===== config.mk =====
export PLATFORM = sky130hd
export DESIGN_NAME = power_mode_controller
export DESIGN_NICKNAME = d
export VERILOG_FILES = /design/src/pmc_pkg.sv /design/src/power_mode_controller.sv
export SDC_FILE = /design/constraint.sdc
export NUM_CORES = 1
export LEC_CHECK = 0
export BUFFER_PORTS_ARGS = -buffer_cell sky130_fd_sc_hd__buf_2
export CAP_MARGIN = 20
export CORE_AREA = 2 2 76 78
export CTS_BUF_LIST = sky130_fd_sc_hd__clkbuf_8
export DETAILED_ROUTE_END_ITERATION = 10
export DIE_AREA = 0 0 78 80
export MAX_ROUTING_LAYER = met4
export PLACE_DENSITY_LB_ADDON = 0.3
export SYNTH_ARGS = -nofsm -noshare
export SYNTH_HDL_FRONTEND = slang
export SYNTH_SLANG_ARGS = --single-unit

===== constraint.sdc =====
create_clock -name clk -period 3.98 [get_ports clk]
set_input_delay 1.194 -clock clk [delete_from_list [all_inputs] [get_ports clk]]
set_output_delay 1.194 -clock clk [all_outputs]
set_load 0.01 [all_outputs]

===== src/pmc_pkg.sv =====
// power mode controller constants and types
package pmc_pkg;
   // requested mode codes from the configuration routine
   localparam logic [1:0] MODE_ACTIVE = 2'h0;
   localparam logic [1:0] MODE_SLEEP  = 2'h1;
   localparam logic [1:0] MODE_DSLEEP = 2'h2;
   localparam logic [1:0] MODE_DPD    = 2'h3;
   // oscillator settle time and reset hold, ns
   localparam int OSC_SETTLE_NS  = 2000;
   localparam int RESET_HOLD_NS  = 1000;
   localparam int CLK_PERIOD_NS  = 25;
   localparam int OSC_SETTLE_CYC =
      (OSC_SETTLE_NS + CLK_PERIOD_NS - 1) / CLK_PERIOD_NS;
   localparam int RESET_HOLD_CYC =
      (RESET_HOLD_NS + CLK_PERIOD_NS - 1) / CLK_PERIOD_NS;
   // wake source bit positions in the deep-sleep mask
   localparam int WK_PIN   = 0;
   localparam int WK_GROUP = 1;
   localparam int WK_USB   = 2;
   localparam int WK_MIC   = 3;
   localparam int WK_SPI   = 4;
   localparam int WK_I2C   = 5;
   localparam int WK_USART = 6;
   localparam int WK_WDOG  = 7;
   localparam int WK_RTC   = 8;
   localparam int WK_UTICK = 9;
   localparam int WK_BROWN = 10;
   localparam int WK_DMA   = 11;
   localparam int WK_NUM   = 12;
   // analog keep-alive bit positions
   localparam int AN_FRO   = 0;
   localparam int AN_RTCO  = 1;
   localparam int AN_WDO   = 2;
   localparam int AN_BROWN = 3;
   localparam int AN_NUM   = 4;
   // controller states
   typedef enum logic [2:0] {
      ST_ACTIVE, ST_SLEEP, ST_DSLEEP, ST_WAKE_OSC, ST_DPD, ST_RESET
   } pmc_state_e;
endpackage


===== src/power_mode_controller.sv =====
// power mode controller: sleep, deep-sleep and deep power-down
`timescale 1ns/100ps
module power_mode_controller #(
   parameter int NPERIPH    = 8,                         // gated peripherals
   parameter int SETTLE_CYC = pmc_pkg::OSC_SETTLE_CYC,   // main osc settle
   parameter int RESET_CYC  = pmc_pkg::RESET_HOLD_CYC    // reset sequence
) (
   input  wire logic                       clk,            // 40 MHz clock
   input  wire logic                       rst,            // sync reset
   input  wire logic [1:0]                 mode_req,       // requested mode
   input  wire logic                       mode_go,        // routine strobe
   input  wire logic [NPERIPH-1:0]         periph_clk_en,  // active clk gates
   input  wire logic [NPERIPH-1:0]         periph_pwr_en,  // active power
   input  wire logic [pmc_pkg::WK_NUM-1:0] deep_sleep_wake_enable_0, // mask
   input  wire logic [pmc_pkg::AN_NUM-1:0] analog_keep,    // analog keepalive
   input  wire logic                       usart_sync_slave, // usart mode
   input  wire logic                       usart_32k_mode, // usart 32k mode
   input  wire logic                       spi_slave,      // spi as slave
   input  wire logic                       i2c_slave,      // i2c as slave
   input  wire logic                       dma_ds_allowed, // dma in dsleep
   input  wire logic                       irq_pending,    // enabled irq
   input  wire logic [pmc_pkg::WK_NUM-1:0] wake_src,       // raw wake pins
   input  wire logic                       hw_activity_wake, // serial act.
   input  wire logic                       rtc_second_alarm_flag, // rtc
   input  wire logic                       reset_pin_n,    // reset pin
   output logic                            cpu_clk_en,     // core clock gate
   output logic                            main_clk_en,    // main clock on
   output logic                            fro_en,         // oscillator on
   output logic                            flash_standby,  // flash standby
   output logic                            flash_pwr,      // flash powered
   output logic [NPERIPH-1:0]              periph_clk_on,  // periph clocks
   output logic [NPERIPH-1:0]              periph_pwr_on,  // periph power
   output logic [pmc_pkg::AN_NUM-1:0]      analog_pwr,     // analog powered
   output logic                            dma_en,         // dma clock
   output logic                            retain,         // state retained
   output logic                            pin_hold,       // pins static
   output logic                            pin_tristate,   // pins floated
   output logic                            core_pwr,       // core domain on
   output logic                            chip_reset,     // reset sequence
   output logic                            rtc_wake_irq,   // rtc wake request
   output logic [1:0]                      mode_now        // current mode
);
   // synchronisers for pin-level inputs
   logic [pmc_pkg::WK_NUM-1:0] wk_s1_reg, wk_s2_reg;  // wake sources
   logic [2:0] misc_s1_reg, misc_s2_reg;  // hw wake, alarm, reset pin
   always_ff @(posedge clk) begin
      if (rst) begin
         wk_s1_reg   <= '0;
         wk_s2_reg   <= '0;
         misc_s1_reg <= 3'h4;
         misc_s2_reg <= 3'h4;
      end else begin
         wk_s1_reg   <= wake_src;
         wk_s2_reg   <= wk_s1_reg;
         misc_s1_reg <= {reset_pin_n, rtc_second_alarm_flag,
                         hw_activity_wake};
         misc_s2_reg <= misc_s1_reg;
      end
   end

   // decoded wake conditions
   wire hw_wake   = misc_s2_reg[0];
   wire alarm     = misc_s2_reg[1];
   wire pin_rst   = ~misc_s2_reg[2];
   // serial blocks wake only in their unclocked-capable modes
   wire usart_ok  = usart_sync_slave | usart_32k_mode;
   // wake mask with a single bit set at pos when v is high
   function automatic logic [pmc_pkg::WK_NUM-1:0] mask_bit(
      input int   pos,  // bit position in the wake mask
      input logic v     // value placed at that position
   );
      mask_bit = {{(pmc_pkg::WK_NUM-1){1'b0}}, v} << pos;
   endfunction

   // sources that cannot wake while unclocked are masked off
   wire [pmc_pkg::WK_NUM-1:0] src_ok;     // sources allowed to wake
   wire [pmc_pkg::WK_NUM-1:0] src_block;  // sources barred from waking
   assign src_block = mask_bit(pmc_pkg::WK_USART, ~usart_ok)
                    | mask_bit(pmc_pkg::WK_SPI, ~spi_slave)
                    | mask_bit(pmc_pkg::WK_I2C, ~i2c_slave)
                    | mask_bit(pmc_pkg::WK_DMA, ~dma_ds_allowed);
   assign src_ok = wk_s2_reg & ~src_block;
   wire ds_wake   = |(src_ok & deep_sleep_wake_enable_0)
                  | hw_wake | alarm;
   wire sl_wake   = irq_pending | hw_wake;
   wire dpd_wake  = pin_rst | alarm;

   // state and counter
   pmc_pkg::pmc_state_e state_reg, state_next;  // controller state
   logic [15:0]         cnt_reg, cnt_next;      // settle / reset count
   wire                 cnt_done;               // counter has run out
   wire [15:0]          cnt_dec;                // counter less one
   wire [15:0]          rst_load;               // reset sequence length
   wire [15:0]          osc_load;               // oscillator settle length

   // counter loads and decrement, parked at zero once done
   assign cnt_done = (cnt_reg == 16'h0000);
   assign cnt_dec  = cnt_done ? cnt_reg : cnt_reg - 16'h0001;
   assign rst_load = 16'(RESET_CYC);
   assign osc_load = 16'(SETTLE_CYC);

   // next-state logic; the reset pin beats every other wake
   always_comb begin
      state_next = state_reg;
      cnt_next   = cnt_dec;
      case (state_reg)
         // only the configuration routine strobe leaves active
         pmc_pkg::ST_ACTIVE: begin
            if (mode_go) begin
               case (mode_req)
                  pmc_pkg::MODE_SLEEP:  state_next = pmc_pkg::ST_SLEEP;
                  pmc_pkg::MODE_DSLEEP: state_next = pmc_pkg::ST_DSLEEP;
                  pmc_pkg::MODE_DPD:    state_next = pmc_pkg::ST_DPD;
                  default:              state_next = pmc_pkg::ST_ACTIVE;
               endcase
            end
         end
         // core clock stopped until a reset or a wake
         pmc_pkg::ST_SLEEP: begin
            if (pin_rst) begin
               state_next = pmc_pkg::ST_RESET;
               cnt_next   = rst_load;
            end else if (sl_wake) begin
               state_next = pmc_pkg::ST_ACTIVE;
            end
         end
         // clocks stopped until a reset, an enabled wake source, hw activity or the alarm
         pmc_pkg::ST_DSLEEP: begin
            if (pin_rst) begin
               state_next = pmc_pkg::ST_RESET;
               cnt_next   = rst_load;
            end else if (ds_wake) begin
               state_next = pmc_pkg::ST_WAKE_OSC;
               cnt_next   = osc_load;
            end
         end
         // main clock running, core gate waits for it to settle
         pmc_pkg::ST_WAKE_OSC: begin
            if (cnt_done) begin
               state_next = pmc_pkg::ST_ACTIVE;
            end
         end
         // only the rtc domain and the reset pin are alive
         pmc_pkg::ST_DPD: begin
            if (dpd_wake) begin
               state_next = pmc_pkg::ST_RESET;
               cnt_next   = rst_load;
            end
         end
         // full reset sequence, stretched while the pin is low
         pmc_pkg::ST_RESET: begin
            if (cnt_done && !pin_rst) begin
               state_next = pmc_pkg::ST_ACTIVE;
            end
         end
         // an illegal code recovers through the reset sequence
         default: begin
            state_next = pmc_pkg::ST_RESET;
            cnt_next   = rst_load;
         end
      endcase
   end

   // state register, reset enters the reset sequence
   always_ff @(posedge clk) begin
      if (rst) begin
         state_reg <= pmc_pkg::ST_RESET;
         cnt_reg   <= 16'(RESET_CYC);
      end else begin
         state_reg <= state_next;
         cnt_reg   <= cnt_next;
      end
   end

   // output decode for the next state, so outputs track it
   wire n_act  = (state_next == pmc_pkg::ST_ACTIVE);    // core running
   wire n_sl   = (state_next == pmc_pkg::ST_SLEEP);     // sleep
   wire n_ds   = (state_next == pmc_pkg::ST_DSLEEP);    // deep-sleep
   wire n_osc  = (state_next == pmc_pkg::ST_WAKE_OSC);  // clock settling
   wire n_dpd  = (state_next == pmc_pkg::ST_DPD);       // power-down
   wire n_rst  = (state_next == pmc_pkg::ST_RESET);     // reset sequence
   wire n_deep = n_ds | n_osc;  // deep-sleep or its wake
   wire n_run  = n_act | n_sl;  // peripheral clocks allowed

   // selected next values of the wider outputs
   wire [NPERIPH-1:0]         clk_on_next;  // peripheral clocks
   wire [NPERIPH-1:0]         pwr_on_next;  // peripheral power
   wire [pmc_pkg::AN_NUM-1:0] analog_next;  // analog power
   wire [pmc_pkg::AN_NUM-1:0] dpd_analog;   // rtc oscillator only
   wire [1:0]                 mode_next;    // reported mode
   wire                       fro_next;     // oscillator request

   assign clk_on_next = n_run ? periph_clk_en : '0;
   assign pwr_on_next = (n_run | n_deep) ? periph_pwr_en : '0;
   assign dpd_analog  = {{(pmc_pkg::AN_NUM-1){1'b0}}, 1'b1}
                        << pmc_pkg::AN_RTCO;
   assign analog_next = (n_run | n_rst) ? '1
                      : (n_deep ? analog_keep : dpd_analog);
   assign fro_next    = n_run | n_rst | n_osc
                      | (n_ds & analog_keep[pmc_pkg::AN_FRO]);
   assign mode_next   = n_sl ? pmc_pkg::MODE_SLEEP
                      : n_deep ? pmc_pkg::MODE_DSLEEP
                      : n_dpd ? pmc_pkg::MODE_DPD
                      : pmc_pkg::MODE_ACTIVE;

   // core clock gate opens only in active mode
   always_ff @(posedge clk) begin
      if (rst) begin
         cpu_clk_en <= 1'b0;
      end else begin
         cpu_clk_en <= n_act;
      end
   end

   // main clock off in deep-sleep and power-down, on while settling
   always_ff @(posedge clk) begin
      if (rst) begin
         main_clk_en <= 1'b1;
      end else begin
         main_clk_en <= ~n_ds & ~n_dpd;
      end
   end

   // free-running oscillator, kept in deep-sleep only on request
   always_ff @(posedge clk) begin
      if (rst) begin
         fro_en <= 1'b1;
      end else begin
         fro_en <= fro_next;
      end
   end

   // flash standby in deep-sleep, unpowered in power-down
   always_ff @(posedge clk) begin
      if (rst) begin
         flash_standby <= 1'b0;
         flash_pwr     <= 1'b1;
      end else begin
         flash_standby <= n_deep;
         flash_pwr     <= ~n_dpd;
      end
   end

   // peripheral clocks follow software gates while running
   always_ff @(posedge clk) begin
      if (rst) begin
         periph_clk_on <= '0;
      end else begin
         periph_clk_on <= clk_on_next;
      end
   end

   // peripheral power kept through sleep modes for retention
   always_ff @(posedge clk) begin
      if (rst) begin
         periph_pwr_on <= '0;
      end else begin
         periph_pwr_on <= pwr_on_next;
      end
   end

   // analog blocks, only the kept ones in deep-sleep
   always_ff @(posedge clk) begin
      if (rst) begin
         analog_pwr <= '1;
      end else begin
         analog_pwr <= analog_next;
      end
   end

   // dma clock, limited use allowed in deep-sleep
   always_ff @(posedge clk) begin
      if (rst) begin
         dma_en <= 1'b0;
      end else begin
         dma_en <= n_run | (n_deep & dma_ds_allowed);
      end
   end

   // state retention and static pins in sleep and deep-sleep
   always_ff @(posedge clk) begin
      if (rst) begin
         retain   <= 1'b0;
         pin_hold <= 1'b0;
      end else begin
         retain   <= n_sl | n_deep;
         pin_hold <= n_sl | n_deep;
      end
   end

   // power-down floats the pins and removes core power
   always_ff @(posedge clk) begin
      if (rst) begin
         pin_tristate <= 1'b0;
         core_pwr     <= 1'b1;
      end else begin
         pin_tristate <= n_dpd;
         core_pwr     <= ~n_dpd;
      end
   end

   // chip reset held through the reset sequence
   always_ff @(posedge clk) begin
      if (rst) begin
         chip_reset <= 1'b1;
      end else begin
         chip_reset <= n_rst;
      end
   end

   // rtc wake request follows the synced alarm flag
   always_ff @(posedge clk) begin
      if (rst) begin
         rtc_wake_irq <= 1'b0;
      end else begin
         rtc_wake_irq <= alarm;
      end
   end

   // reported mode code
   always_ff @(posedge clk) begin
      if (rst) begin
         mode_now <= pmc_pkg::MODE_ACTIVE;
      end else begin
         mode_now <= mode_next;
      end
   end
endmodule


==> results.yml <==
cells_and_area:
  drive_gt1_share_pct: 31.5
  utilization_pct: 66.6
  final_cell_area_um2: 3600
  fillers: 448
  nets: 436
  layoutNonFillerInstCount: 453
  largest_reg_flops: 16
  insertedDiodeCount: 0
  area_growth_pct: 24.4
sta:
  slew_violations: 0
  fin_crit_ps: 2890
  worst_slack_ps: 1090
  tns_ps: 0
  finalCritPeriodShare_pct: 72.6
  hold_violations: 0
  rsz0062_at_grt: "false"
  slew_headroom_pct: 51.5
  finClkSkew_ps: 8.67
  setup_violations: 0
  max_clock_freq_mhz: 346
  worst_pin_slew_ps: 728
worst_setup_path:
  crit_arrival_ps: 3160
  cp_common_cell: "nand2_1"
  cp.required_ps: 4250
  path_cells: "inv_1 > ha_1 > or4b_4 > nor4b_1 > nand2_1 > a311oi_4 > nand2_1 > o21bai_1"
  start_kind: "flip-flop"
  crit_fanout: 19
  r2r_slack_ps: 1090
  crit_path_max_incr_delay_ps: 730
  cp-end-kind: "flip-flop"
  slowest_stage: "a311oi_4"
  worstSetupPathType: "reg -> reg"
route:
  vias: 2221
  dr.first_iter.drc_count: 90
  vias_per_cell: 4.90
  first_pass_iters: 4
  routed_wl_um: 5380
  ant_nets: 0
  post_drt_wl_per_cell_um: 11.9
  post-route-drc-count: 0
cts:
  root_buffer: "clkbuf_8"
  postCtsSetupBuffers: 0
  cts_tree: "built"
  cts_resized: 0
  cts.sinks: 81
  ctsLongestPathBuffers: 2
  h-tree-depth: 3
  clock_latency_ps: 340
  hold_buffers: 0
  cts_made_buffers: 9
  clk_pin_slew_ps: 80
floorplanning:
  die_w_um: 78
  dieArea_um2: 6240
  initial_utilization_pct: 53.6
  fp.coreArea_um2: 5410
  die_h_um: 80
  row_count: 27
  io_pins: 92
logic_synthesis:
  yosys_warnings: 0
  synth_cells: 286
  synthFlopType: "dfxtp_1"
  synth_fp_nets: 346
  ys_ff_latch: 81
  avgSynthCellArea_um2: 10.1
  yosysSeqAreaShare_pct: 56.0
  ys_types: 45
  synth_area_um2: 2900
  synth_edf_count: 0
  ys_async_sr_fraction_pct: 0
pwr:
  p_leak_nw: 1.61
  powerDensity_nw_per_um2: 525
  ir_worst_vdd_mv: 0.278
placed_design:
  dp_slack_ps: 1000
  dpl-instance-area_um2: 3390
  dp_hpwl_um: 3870
  placed_cells: 437
  io_buffers: 91
  place.gp.congestion: 0.762
global_routing:
  antenna_found_initial: 0
  grt_pass1_wl_um: 8530
  gr-total-overflow: 0
  grt_pass1_vias: 1963
  grtUsageTotal_pct: 18.5
  grt_max_degree: 39
outcome:
  outcome: "completed"
flow_run:
  drv_cap: 0
hold_path:
  min_path_type: "reg -> reg"
==> worst paths after layout <==
path / start / end / depth (start not counted)
max: cnt_reg[0] / mode_now[0] / 8
min: misc_s1_reg[2] / misc_s2_reg[2] / 1
max reg2reg: cnt_reg[0] / mode_now[0] / 8
min reg2reg: misc_s1_reg[2] / misc_s2_reg[2] / 1
==> critical path: cells and delay by family (launching register included) <==
kind	cells	cell delay, ps
adders and majority gates	1	130
DFF	1	340
AOI/OAI and AO/OA	2	900
buffers and inverters	1	80
and+or+nand+nor	4	1370
==> where the power goes <==
part	switching, W	total (W)	internal (W)	leakage, nW
combinational	0.000180	0.000334	0.000154	0.844
clock	0.000287	0.000614	0.000327	0.102
sequential	0.0000496	0.000945	0.000896	0.662
==> area by class of cell <==
cell class | instances | area [µm²] | area share, %
flip-flops and latches | 81 | 1620 | 45.0
inverters | 10 | 37.5 | 1.04
clock inverters | 5 | 62.6 | 1.74
clock buffers | 11 | 151 | 4.20
well taps | 72 | 90.1 | 2.50
repair buffers | 92 | 463 | 12.9
multi-input cells | 182 | 1180 | 32.7
==> routing by layer <==
layer	wire length [µm]	up-vias	track usage, %
li1	-	1138	-
met4	80	0	8.95
met3	336	9	6.90
met5	0	-	-
met1	2340	997	20.4
met2	2620	77	29.9
==> stage by stage <==
step	power, W	hold slack, ps
2_1_floorplan	0.00119	389
3_3_place_gp	0.00129	394
3_5_place_dp	0.00130	397
4_1_cts	0.00191	416
5_1_grt	0.00199	424
6_report	0.00189	415
==> cells by family (layout without fill, tap and decap cells) <==
| logic type | after synthesis | count (layout) | synth area share (%) |
|---|---|---|---|
| compound gates | 35 | 35 | 9.64 |
| xor+xnor | 15 | 15 | 4.54 |
| fa+ha+maj | 2 | 2 | 0.864 |
| buf+inv | 23 | 118 | 3.37 |
| flops | 81 | 81 | 56.0 |
| simple gates | 130 | 130 | 25.6 |
==> cell usage after synthesis, types with 2 or more instances <==
cell type | instances | area (µm²)
a21oi_1 | 5 | 25.0
a22oi_1 | 2 | 15.0
a31oi_1 | 6 | 37.5
and2_1 | 9 | 56.3
and3_1 | 8 | 50.1
buf_2 | 2 | 10.0
buf_4 | 2 | 15.0
clkbuf_1 | 7 | 26.3
dfxtp_1 | 81 | 1620
ha_1 | 2 | 25.0
inv_1 | 9 | 33.8
nand2_1 | 12 | 45.0
nand2b_1 | 2 | 12.5
nand3_1 | 10 | 50.1
nor2_1 | 30 | 113
nor2b_1 | 33 | 206
nor3_1 | 6 | 30.0
nor4b_1 | 4 | 35.0
o2111ai_4 | 2 | 52.6
o211ai_1 | 2 | 15.0
o21ai_0 | 7 | 35.0
o21bai_1 | 2 | 15.0
o22ai_1 | 4 | 25.0
or2_2 | 3 | 18.8
or4_1 | 2 | 15.0
or4b_4 | 2 | 27.5
xnor2_1 | 9 | 78.8
xor2_1 | 6 | 52.6
==> cell usage in the layout, fill, tap and decap left out, types with 3 or more instances in the layout <==
master	n
clkbuf_8	11
and2_1	9
xor2_1	6
buf_2	91
inv_1	9
nand2_1	12
xnor2_1	9
a31oi_1	6
nor4b_1	4
nor2b_1	33
a21oi_1	5
o21ai_0	7
nand3_1	10
and3_1	8
dfxtp_1	81
nor2_1	30
or2_2	3
nor3_1	6
o22ai_1	4
(Power assumes the default switching activity.)
